File: src/design/pdpc_regs_defs.vh
`ifndef PDPC_REGS_DEFS_VH
`define PDPC_REGS_DEFS_VH
// ----------------------------------------
// Register addresses
// ----------------------------------------
`define PDPC_ADDR_PLAY_PWR    16'h4029
`define PDPC_ADDR_CONV_CTL0   16'h402A
`define PDPC_ADDR_LEFT_ATTN   16'h402B
`define PDPC_ADDR_RIGHT_ATTN  16'h402C
`define PDPC_ADDR_SER_PADS    16'h402D
`define PDPC_ADDR_CTL_PADS    16'h402F
`define PDPC_ADDR_CTL_DRIVE   16'h4030
`define PDPC_ADDR_JACK_CFG    16'h4031
// ----------------------------------------
// Reset values
// ----------------------------------------
`define PDPC_RST_ZERO         8'h00
`define PDPC_RST_PULLS        8'hAA
`define PDPC_RST_JACK         8'h08
// ----------------------------------------
// Writable bit masks
// ----------------------------------------
`define PDPC_MASK_FULL        8'hFF
`define PDPC_MASK_CONV_CTL0   8'hE7
`define PDPC_MASK_CTL_DRIVE   8'h01
`define PDPC_MASK_JACK_CFG    8'h2C
// ----------------------------------------
// Slew timing
// ----------------------------------------
`define PDPC_SLEW_STEP_CYC    16'h0040
`define PDPC_SLEW_CNT_ZERO    16'h0000
`define PDPC_SLEW_CNT_DEC     16'h0001
`define PDPC_ATTEN_STEP       8'h01
// ----------------------------------------
// Field positions
// ----------------------------------------
`define PDPC_PLAY_LEFT_BIT    0
`define PDPC_PLAY_RIGHT_BIT   1
`define PDPC_HP_BIAS_HI       7
`define PDPC_HP_BIAS_LO       6
`define PDPC_CONV_BIAS_HI     5
`define PDPC_CONV_BIAS_LO     4
`define PDPC_PATH_BIAS_HI     3
`define PDPC_PATH_BIAS_LO     2
`define PDPC_MONO_HI          7
`define PDPC_MONO_LO          6
`define PDPC_INVERT_BIT       5
`define PDPC_DEEMPH_BIT       2
`define PDPC_CONV_EN_HI       1
`define PDPC_CONV_EN_LO       0
`define PDPC_PULL3_HI         7
`define PDPC_PULL3_LO         6
`define PDPC_PULL2_HI         5
`define PDPC_PULL2_LO         4
`define PDPC_PULL1_HI         3
`define PDPC_PULL1_LO         2
`define PDPC_PULL0_HI         1
`define PDPC_PULL0_LO         0
`define PDPC_CTL_DRIVE_BIT    0
`define PDPC_JACK_DRIVE_BIT   5
`define PDPC_JACK_PULL_HI     3
`define PDPC_JACK_PULL_LO     2
// ----------------------------------------
// Field reset values
// ----------------------------------------
`define PDPC_FLD_OFF          1'h0
`define PDPC_FLD_ZERO2        2'h0
`define PDPC_FLD_PULL_NONE    2'h2
`endif

File: src/design/pdpc_regs.v
`include "pdpc_regs_defs.vh"
`default_nettype none
module pdpc_regs #(
   parameter [15:0] SLEW_STEP_CYC = `PDPC_SLEW_STEP_CYC
) (
   // Clock and reset
   input  wire        i_ref_clk,
   input  wire        i_srst,
   // Control port access
   input  wire [15:0] i_addr,
   input  wire        i_wr,
   input  wire        i_rd,
   input  wire [7:0]  i_wdata,
   output reg  [7:0]  o_rdata,
   output reg         o_hit,
   // Playback power
   output reg         o_play_left_en,
   output reg         o_play_right_en,
   output reg  [1:0]  o_headphone_bias_sel,
   output reg  [1:0]  o_converter_bias_sel,
   output reg  [1:0]  o_play_path_bias_sel,
   // Converter control
   output reg  [1:0]  o_converter_mono_sel,
   output reg         o_converter_invert,
   output reg         o_deemphasis_en,
   output reg  [1:0]  o_converter_enable_sel,
   output reg  [7:0]  o_left_applied_atten,
   output reg  [7:0]  o_right_applied_atten,
   // Pads
   output reg  [1:0]  o_rec_data_pad_pull,
   output reg  [1:0]  o_play_data_pad_pull,
   output reg  [1:0]  o_frame_clock_pad_pull,
   output reg  [1:0]  o_bit_clock_pad_pull,
   output reg  [1:0]  o_ctrl_dout_pad_pull,
   output reg  [1:0]  o_ctrl_latch_pad_pull,
   output reg  [1:0]  o_ctrl_clock_pad_pull,
   output reg  [1:0]  o_ctrl_data_pad_pull,
   output reg         o_ctrl_data_drive_high,
   output reg         o_jack_pin_drive_high,
   output reg  [1:0]  o_jack_pin_pull
);

   // ----------------------------------------
   // Register storage
   // ----------------------------------------
   reg [7:0]  play_pwr_ff;
   reg [7:0]  conv_ctl0_ff;
   reg [7:0]  left_atten_ff;
   reg [7:0]  right_atten_ff;
   reg [7:0]  ser_pads_ff;
   reg [7:0]  ctl_pads_ff;
   reg [7:0]  ctl_drive_ff;
   reg [7:0]  jack_cfg_ff;
   reg [7:0]  left_slew_ff;
   reg [7:0]  right_slew_ff;
   reg [15:0] slew_cnt_ff;
   reg [7:0]  nxt_rdata;
   reg        nxt_hit;
   wire       slew_tick;
   wire       wr_play_pwr;
   wire       wr_conv_ctl0;
   wire       wr_left_atten;
   wire       wr_right_atten;
   wire       wr_ser_pads;
   wire       wr_ctl_pads;
   wire       wr_ctl_drive;
   wire       wr_jack_cfg;

   // ----------------------------------------
   // Helpers
   // ----------------------------------------
   function [7:0] step_toward;
      input [7:0] cur;
      input [7:0] tgt;
      begin
         if (cur < tgt) begin
            step_toward = cur + `PDPC_ATTEN_STEP;
         end else if (cur > tgt) begin
            step_toward = cur - `PDPC_ATTEN_STEP;
         end else begin
            step_toward = cur;
         end
      end
   endfunction

   function hit_at;
      input [15:0] a;
      input [15:0] b;
      begin
         hit_at = i_wr && (a == b);
      end
   endfunction

   // ----------------------------------------
   // Write strobes
   // ----------------------------------------
   assign wr_play_pwr    = hit_at(i_addr, `PDPC_ADDR_PLAY_PWR);
   assign wr_conv_ctl0   = hit_at(i_addr, `PDPC_ADDR_CONV_CTL0);
   assign wr_left_atten  = hit_at(i_addr, `PDPC_ADDR_LEFT_ATTN);
   assign wr_right_atten = hit_at(i_addr, `PDPC_ADDR_RIGHT_ATTN);
   assign wr_ser_pads    = hit_at(i_addr, `PDPC_ADDR_SER_PADS);
   assign wr_ctl_pads    = hit_at(i_addr, `PDPC_ADDR_CTL_PADS);
   assign wr_ctl_drive   = hit_at(i_addr, `PDPC_ADDR_CTL_DRIVE);
   assign wr_jack_cfg    = hit_at(i_addr, `PDPC_ADDR_JACK_CFG);

   // ----------------------------------------
   // Playback power register
   // ----------------------------------------
   always @(posedge i_ref_clk) begin
      if (i_srst) begin
         play_pwr_ff <= `PDPC_RST_ZERO;
      end else if (wr_play_pwr) begin
         play_pwr_ff <= i_wdata & `PDPC_MASK_FULL;
      end
   end

   // ----------------------------------------
   // Converter control register
   // ----------------------------------------
   always @(posedge i_ref_clk) begin
      if (i_srst) begin
         conv_ctl0_ff <= `PDPC_RST_ZERO;
      end else if (wr_conv_ctl0) begin
         conv_ctl0_ff <= i_wdata & `PDPC_MASK_CONV_CTL0;
      end
   end

   // ----------------------------------------
   // Left attenuation register
   // ----------------------------------------
   always @(posedge i_ref_clk) begin
      if (i_srst) begin
         left_atten_ff <= `PDPC_RST_ZERO;
      end else if (wr_left_atten) begin
         left_atten_ff <= i_wdata;
      end
   end

   // ----------------------------------------
   // Right attenuation register
   // ----------------------------------------
   always @(posedge i_ref_clk) begin
      if (i_srst) begin
         right_atten_ff <= `PDPC_RST_ZERO;
      end else if (wr_right_atten) begin
         right_atten_ff <= i_wdata;
      end
   end

   // ----------------------------------------
   // Serial audio pad register
   // ----------------------------------------
   always @(posedge i_ref_clk) begin
      if (i_srst) begin
         ser_pads_ff <= `PDPC_RST_PULLS;
      end else if (wr_ser_pads) begin
         ser_pads_ff <= i_wdata;
      end
   end

   // ----------------------------------------
   // Control port pad register
   // ----------------------------------------
   always @(posedge i_ref_clk) begin
      if (i_srst) begin
         ctl_pads_ff <= `PDPC_RST_PULLS;
      end else if (wr_ctl_pads) begin
         ctl_pads_ff <= i_wdata;
      end
   end

   // ----------------------------------------
   // Control data drive register
   // ----------------------------------------
   always @(posedge i_ref_clk) begin
      if (i_srst) begin
         ctl_drive_ff <= `PDPC_RST_ZERO;
      end else if (wr_ctl_drive) begin
         ctl_drive_ff <= i_wdata & `PDPC_MASK_CTL_DRIVE;
      end
   end

   // ----------------------------------------
   // Jack pin register
   // ----------------------------------------
   always @(posedge i_ref_clk) begin
      if (i_srst) begin
         jack_cfg_ff <= `PDPC_RST_JACK;
      end else if (wr_jack_cfg) begin
         jack_cfg_ff <= i_wdata & `PDPC_MASK_JACK_CFG;
      end
   end

   // ----------------------------------------
   // Slew timer
   // ----------------------------------------
   assign slew_tick = (slew_cnt_ff == `PDPC_SLEW_CNT_ZERO);

   always @(posedge i_ref_clk) begin
      if (i_srst) begin
         slew_cnt_ff <= `PDPC_SLEW_CNT_ZERO;
      end else if (slew_tick) begin
         slew_cnt_ff <= SLEW_STEP_CYC - `PDPC_SLEW_CNT_DEC;
      end else begin
         slew_cnt_ff <= slew_cnt_ff - `PDPC_SLEW_CNT_DEC;
      end
   end

   // ----------------------------------------
   // Attenuation slewing
   // ----------------------------------------
   always @(posedge i_ref_clk) begin
      if (i_srst) begin
         left_slew_ff  <= `PDPC_RST_ZERO;
         right_slew_ff <= `PDPC_RST_ZERO;
      end else if (slew_tick) begin
         left_slew_ff  <= step_toward(left_slew_ff, left_atten_ff);
         right_slew_ff <= step_toward(right_slew_ff, right_atten_ff);
      end
   end

   // ----------------------------------------
   // Read decode
   // ----------------------------------------
   always @* begin
      nxt_hit   = 1'b1;
      nxt_rdata = `PDPC_RST_ZERO;
      case (i_addr)
         `PDPC_ADDR_PLAY_PWR:   nxt_rdata = play_pwr_ff;
         `PDPC_ADDR_CONV_CTL0:  nxt_rdata = conv_ctl0_ff;
         `PDPC_ADDR_LEFT_ATTN:  nxt_rdata = left_atten_ff;
         `PDPC_ADDR_RIGHT_ATTN: nxt_rdata = right_atten_ff;
         `PDPC_ADDR_SER_PADS:   nxt_rdata = ser_pads_ff;
         `PDPC_ADDR_CTL_PADS:   nxt_rdata = ctl_pads_ff;
         `PDPC_ADDR_CTL_DRIVE:  nxt_rdata = ctl_drive_ff;
         `PDPC_ADDR_JACK_CFG:   nxt_rdata = jack_cfg_ff;
         default:               nxt_hit   = 1'b0;
      endcase
   end

   // ----------------------------------------
   // Read answer
   // ----------------------------------------
   always @(posedge i_ref_clk) begin
      if (i_srst) begin
         o_rdata <= `PDPC_RST_ZERO;
         o_hit   <= 1'b0;
      end else begin
         o_rdata <= i_rd ? nxt_rdata : `PDPC_RST_ZERO;
         o_hit   <= (i_rd || i_wr) && nxt_hit;
      end
   end

   // ----------------------------------------
   // Playback power fields
   // ----------------------------------------
   always @(posedge i_ref_clk) begin
      if (i_srst) begin
         o_play_left_en       <= `PDPC_FLD_OFF;
         o_play_right_en      <= `PDPC_FLD_OFF;
         o_headphone_bias_sel <= `PDPC_FLD_ZERO2;
         o_converter_bias_sel <= `PDPC_FLD_ZERO2;
         o_play_path_bias_sel <= `PDPC_FLD_ZERO2;
      end else begin
         o_play_left_en       <= play_pwr_ff[`PDPC_PLAY_LEFT_BIT];
         o_play_right_en      <= play_pwr_ff[`PDPC_PLAY_RIGHT_BIT];
         o_headphone_bias_sel <= play_pwr_ff[`PDPC_HP_BIAS_HI:`PDPC_HP_BIAS_LO];
         o_converter_bias_sel <= play_pwr_ff[`PDPC_CONV_BIAS_HI:`PDPC_CONV_BIAS_LO];
         o_play_path_bias_sel <= play_pwr_ff[`PDPC_PATH_BIAS_HI:`PDPC_PATH_BIAS_LO];
      end
   end

   // ----------------------------------------
   // Converter control fields
   // ----------------------------------------
   always @(posedge i_ref_clk) begin
      if (i_srst) begin
         o_converter_mono_sel   <= `PDPC_FLD_ZERO2;
         o_converter_invert     <= `PDPC_FLD_OFF;
         o_deemphasis_en        <= `PDPC_FLD_OFF;
         o_converter_enable_sel <= `PDPC_FLD_ZERO2;
      end else begin
         o_converter_mono_sel   <= conv_ctl0_ff[`PDPC_MONO_HI:`PDPC_MONO_LO];
         o_converter_invert     <= conv_ctl0_ff[`PDPC_INVERT_BIT];
         o_deemphasis_en        <= conv_ctl0_ff[`PDPC_DEEMPH_BIT];
         o_converter_enable_sel <= conv_ctl0_ff[`PDPC_CONV_EN_HI:`PDPC_CONV_EN_LO];
      end
   end

   // ----------------------------------------
   // Applied attenuation
   // ----------------------------------------
   always @(posedge i_ref_clk) begin
      if (i_srst) begin
         o_left_applied_atten  <= `PDPC_RST_ZERO;
         o_right_applied_atten <= `PDPC_RST_ZERO;
      end else begin
         o_left_applied_atten  <= left_slew_ff;
         o_right_applied_atten <= right_slew_ff;
      end
   end

   // ----------------------------------------
   // Serial audio pad fields
   // ----------------------------------------
   always @(posedge i_ref_clk) begin
      if (i_srst) begin
         o_rec_data_pad_pull    <= `PDPC_FLD_PULL_NONE;
         o_play_data_pad_pull   <= `PDPC_FLD_PULL_NONE;
         o_frame_clock_pad_pull <= `PDPC_FLD_PULL_NONE;
         o_bit_clock_pad_pull   <= `PDPC_FLD_PULL_NONE;
      end else begin
         o_rec_data_pad_pull    <= ser_pads_ff[`PDPC_PULL3_HI:`PDPC_PULL3_LO];
         o_play_data_pad_pull   <= ser_pads_ff[`PDPC_PULL2_HI:`PDPC_PULL2_LO];
         o_frame_clock_pad_pull <= ser_pads_ff[`PDPC_PULL1_HI:`PDPC_PULL1_LO];
         o_bit_clock_pad_pull   <= ser_pads_ff[`PDPC_PULL0_HI:`PDPC_PULL0_LO];
      end
   end

   // ----------------------------------------
   // Control port pad fields
   // ----------------------------------------
   always @(posedge i_ref_clk) begin
      if (i_srst) begin
         o_ctrl_dout_pad_pull  <= `PDPC_FLD_PULL_NONE;
         o_ctrl_latch_pad_pull <= `PDPC_FLD_PULL_NONE;
         o_ctrl_clock_pad_pull <= `PDPC_FLD_PULL_NONE;
         o_ctrl_data_pad_pull  <= `PDPC_FLD_PULL_NONE;
      end else begin
         o_ctrl_dout_pad_pull  <= ctl_pads_ff[`PDPC_PULL3_HI:`PDPC_PULL3_LO];
         o_ctrl_latch_pad_pull <= ctl_pads_ff[`PDPC_PULL2_HI:`PDPC_PULL2_LO];
         o_ctrl_clock_pad_pull <= ctl_pads_ff[`PDPC_PULL1_HI:`PDPC_PULL1_LO];
         o_ctrl_data_pad_pull  <= ctl_pads_ff[`PDPC_PULL0_HI:`PDPC_PULL0_LO];
      end
   end

   // ----------------------------------------
   // Drive and jack pin fields
   // ----------------------------------------
   always @(posedge i_ref_clk) begin
      if (i_srst) begin
         o_ctrl_data_drive_high <= `PDPC_FLD_OFF;
         o_jack_pin_drive_high  <= `PDPC_FLD_OFF;
         o_jack_pin_pull        <= `PDPC_FLD_PULL_NONE;
      end else begin
         o_ctrl_data_drive_high <= ctl_drive_ff[`PDPC_CTL_DRIVE_BIT];
         o_jack_pin_drive_high  <= jack_cfg_ff[`PDPC_JACK_DRIVE_BIT];
         o_jack_pin_pull        <= jack_cfg_ff[`PDPC_JACK_PULL_HI:`PDPC_JACK_PULL_LO];
      end
   end

endmodule
`default_nettype wire

File: config.mk
export PLATFORM = sky130hd
export DESIGN_NAME = pdpc_regs
export DESIGN_NICKNAME = d
export VERILOG_FILES = /design/src/design/pdpc_regs.v
export VERILOG_INCLUDE_DIRS = /design/src /design/src/design
export SDC_FILE = /design/constraint.sdc
export NUM_CORES = 1
export LEC_CHECK = 0
export BUFFER_PORTS_ARGS = -buffer_cell sky130_fd_sc_hd__buf_2
export CORE_ASPECT_RATIO = 1.2
export CORE_MARGIN = 2
export CORE_UTILIZATION = 51
export CTS_CLUSTER_DIAMETER = 150
export DETAILED_ROUTE_END_ITERATION = 16
export GPL_ROUTABILITY_DRIVEN = 0
export GPL_TIMING_DRIVEN = 0
export PLACE_DENSITY_LB_ADDON = 0.2
export SYNTH_ARGS = -nofsm -noshare
export SYNTH_HDL_FRONTEND = slang
export SYNTH_SLANG_ARGS = --single-unit
File: constraint.sdc
create_clock -name i_ref_clk -period 2.9 [get_ports i_ref_clk]
set_clock_uncertainty 0.15 [all_clocks]
set_input_delay 0.87 -clock i_ref_clk [delete_from_list [all_inputs] [get_ports i_ref_clk]]
set_output_delay 0.87 -clock i_ref_clk [all_outputs]
set_load 0.05 [all_outputs]
==> flow_summary.yaml <==
route:
  avgRoutedWirePerCell_um: 17.3
  drtAntennaViolNets: 0
  drt_iter0_markers: 335
  via_per_inst: 5.63
  dr.pass1.iters: 6
  drc_errors: 0
  vias: 5340
  drt_wl_total_mm: 16.4
clocking:
  postCtsHoldBufs: 0
  clk_pin_slew_ns: 0.06
  clock-root-buffer: "clkbuf_16"
  cts_tree: "done"
  cts.sink_count: 141
  cts.path.max_buffers: 2
  cts_made_buffers: 17
  cts_max_level: 4
  clk_latency_ns: 0.43
global_routing:
  grt_start_max_net_pins: 17
  grt_pass1_wl_mm: 24.2
  grt_pass1_vias: 4893
  grt.overflow.total: 0
  antenna_found_initial: 0
  grt_usage_pct: 25.3
finish:
  diodes: 0
  final_nets: 838
  stdcell_count: 949
  syn_to_final_growth_pct: 32.4
  final_common_cell: "dfxtp_1"
  drive_gt1_share_pct: 31.8
  finalInstanceArea_um2: 7890
  utilization_pct: 68.8
  layout_common_cells: "dfxtp_1, buf_2, nand2_1"
worst_setup_path:
  setup.worst_path.start: "left_atten_ff[1]"
  arrival_ns: 3.36
  crit_fanout: 6
  r2r.worst_path.cells: 13
  r2r_end: "left_slew_ff[7]"
  r2r_slack_ns: -0.30
  crit_path_end: "left_slew_ff[7]"
  worst_setup_path_end_kind: "flop"
  worstSetupStartpointType: "flop"
  cp.required_ns: 3.07
  path_class: "flop to flop"
  r2r_start: "left_atten_ff[1]"
logic_synthesis:
  async_reset_ff_share_pct: 0
  yosysWarnings: 0
  synth_top_area_share_pct: 47.4
  synthFlopType: "dfxtp_1"
  ys_ff_latch: 141
  ys_seq_area_share_pct: 47.4
  yosysTopAreaCell: "dfxtp_1"
  ys_types: 48
  synth_nets: 697
  ys_top_cells_by_area: "dfxtp_1, ha_1, nand2_1, a21oi_1, nor2b_1"
  synth_edf_count: 0
  syn_area_um2: 5960
  syn-instance-count: 638
  avgSynthCellArea_um2: 9.33
min_path:
  hold_path_depth: 2
  holdCritPathClass: "flop to flop"
power_and_ir_drop:
  power_frac_comb_pct: 59.1
  powerDensity_nw_per_um2: 1460
  max-vdd-ir-drop_mv: 1.05
  p_leak_nw: 3.19
  p_seq_share_pct: 20.8
  p_clk_share_pct: 20.1
  p_sw_share_pct: 39.6
  internal_power_mw: 6.94
  p_switching_mw: 4.56
run:
  drv_cap: 0
die:
  io_pins: 87
  num_rows: 43
  dieArea_um2: 12600
  die_x_um: 103
  core_area_um2: 11500
  die_y_um: 122
  initial_core_util_pct: 52.0
placed_design:
  numPortBuffers: 85
  dp_hpwl_mm: 10.8
  place_inst: 880
  placed_area_um2: 6750
sta:
  setup_viol: 5
  setup_ws_ns: -0.295
  period_minus_slack_ns: 3.20
  tightestPinTransition_ns: 0.703
  hold_violations: 0
  drv_slew: 0
  relSlewSlack_pct: 53.1
  finalCritPeriodShare_pct: 110
  max_freq_mhz: 313
  rsz0062_at_grt: "true"
status:
  violations: "negative setup slack"
  status: "finished with violations"
==> flip-flops by register name, indices dropped and copies added (netlist names), 3 cells and up <==
register               cells
slew_cnt_ff               16
ctl_pads_ff                8
left_atten_ff              8
left_slew_ff               8
o_left_applied_atten       8
o_rdata                    8
o_right_applied_atten      8
play_pwr_ff                8
right_atten_ff             8
right_slew_ff              8
ser_pads_ff                8
conv_ctl0_ff               6
jack_cfg_ff                3
==> per-stage QoR <==
step / setup TNS (ns) / hold slack, ns / power, mW / setup WS, ns
after global routing: -1.26 / 0.336 / 12.7 / -0.431
after floorplan: -0.165 / 0.282 / 6.23 / -0.0440
final: -0.673 / 0.319 / 11.5 / -0.295
after CTS: -0.442 / 0.313 / 10.2 / -0.232
after detailed placement: -18.00 / 0.308 / 7.05 / -0.421
after global placement: -14.91 / 0.291 / 6.82 / -0.349
==> layer usage <==
metal  track usage [%]  share of wire (%)  up-vias  wire length (um)
met4              14.8                4.8        0               793
li1                  -                  -     2526                 -
met5                 0                  0        -                 0
met2              43.1                 50      253              8130
met3              4.67                6.6       64              1080
met1              29.4                 39     2497              6370
==> cell families (layout without fill, tap and decap cells) <==
logic type,count (synthesis),in the layout,share of synthesized area (%)
flops,141,141,47.4
simple gates,264,264,23.8
xor+xnor,22,22,3.24
compound gates,121,121,13.3
fa+ha+maj,31,31,6.76
buf+inv,49,203,3.70
mux,10,10,1.72
==> synth_stat cells (all sizes together) (6+ instances only) <==
cell / count
o21ai: 7
nor4: 7
o211ai: 6
nand3: 39
dfxtp: 141
a222oi: 8
nor2: 34
o22a: 10
inv: 23
clkbuf: 12
a21oi: 56
nand2: 82
xor2: 7
mux2i: 8
xnor2: 15
nor3: 17
buf: 14
ha: 29
nor2b: 41
nand3b: 9
a31oi: 7
or2: 13
a22oi: 11
==> power by group through the flow <==
stage	clock network, mW	logic, mW	registers [mW]
global route	2.42	7.84	2.44
global placement	0	4.44	2.38
finish	2.32	6.79	2.39
CTS	2.32	5.53	2.35
detailed placement	0	4.66	2.39
floorplan	0	3.77	2.47
==> worst min path at each step <==
stage	from	slack, ns	to
global placement	slew_cnt_ff[4]	0.29	slew_cnt_ff[4]
finish	slew_cnt_ff[4]	0.32	slew_cnt_ff[4]
floorplan	slew_cnt_ff[4]	0.28	slew_cnt_ff[4]
detailed placement	slew_cnt_ff[4]	0.31	slew_cnt_ff[4]
global route	right_atten_ff[5]	0.34	right_atten_ff[5]
CTS	slew_cnt_ff[4]	0.31	slew_cnt_ff[4]
==> final cells by class <==
type / count / area [um2]
Fill cell: 847 / 3570
Timing Repair Buffer: 122 / 731
Inverter: 23 / 86.3
Clock inverter: 13 / 178
Sequential cell: 141 / 2850
Tap cell: 157 / 196
Buffer: 26 / 140
Clock buffer: 19 / 453
Multi-Input combinational cell: 448 / 3260
==> repair_timing <==
action,CTS,global route
setup buffers,20,19
gates resized for setup,25,27
pin swaps,28,31
setup endpoints to repair,4,40
==> critical path, stage by stage (launching register included) <==
cell and delay [ns]:
dfxtp_2 0.34, inv_2 0.05, ha_4 0.21, nor2b_4 0.12
o211ai_1 0.23, a21oi_2 0.11, or2_4 0.31, ha_4 0.27
a21oi_4 0.13, o211ai_1 0.13, o41ai_2 0.37, nor3_1 0.09
o211ai_1 0.21, mux2_2 0.36
Note: power is estimated with default switching activity, not from simulation.
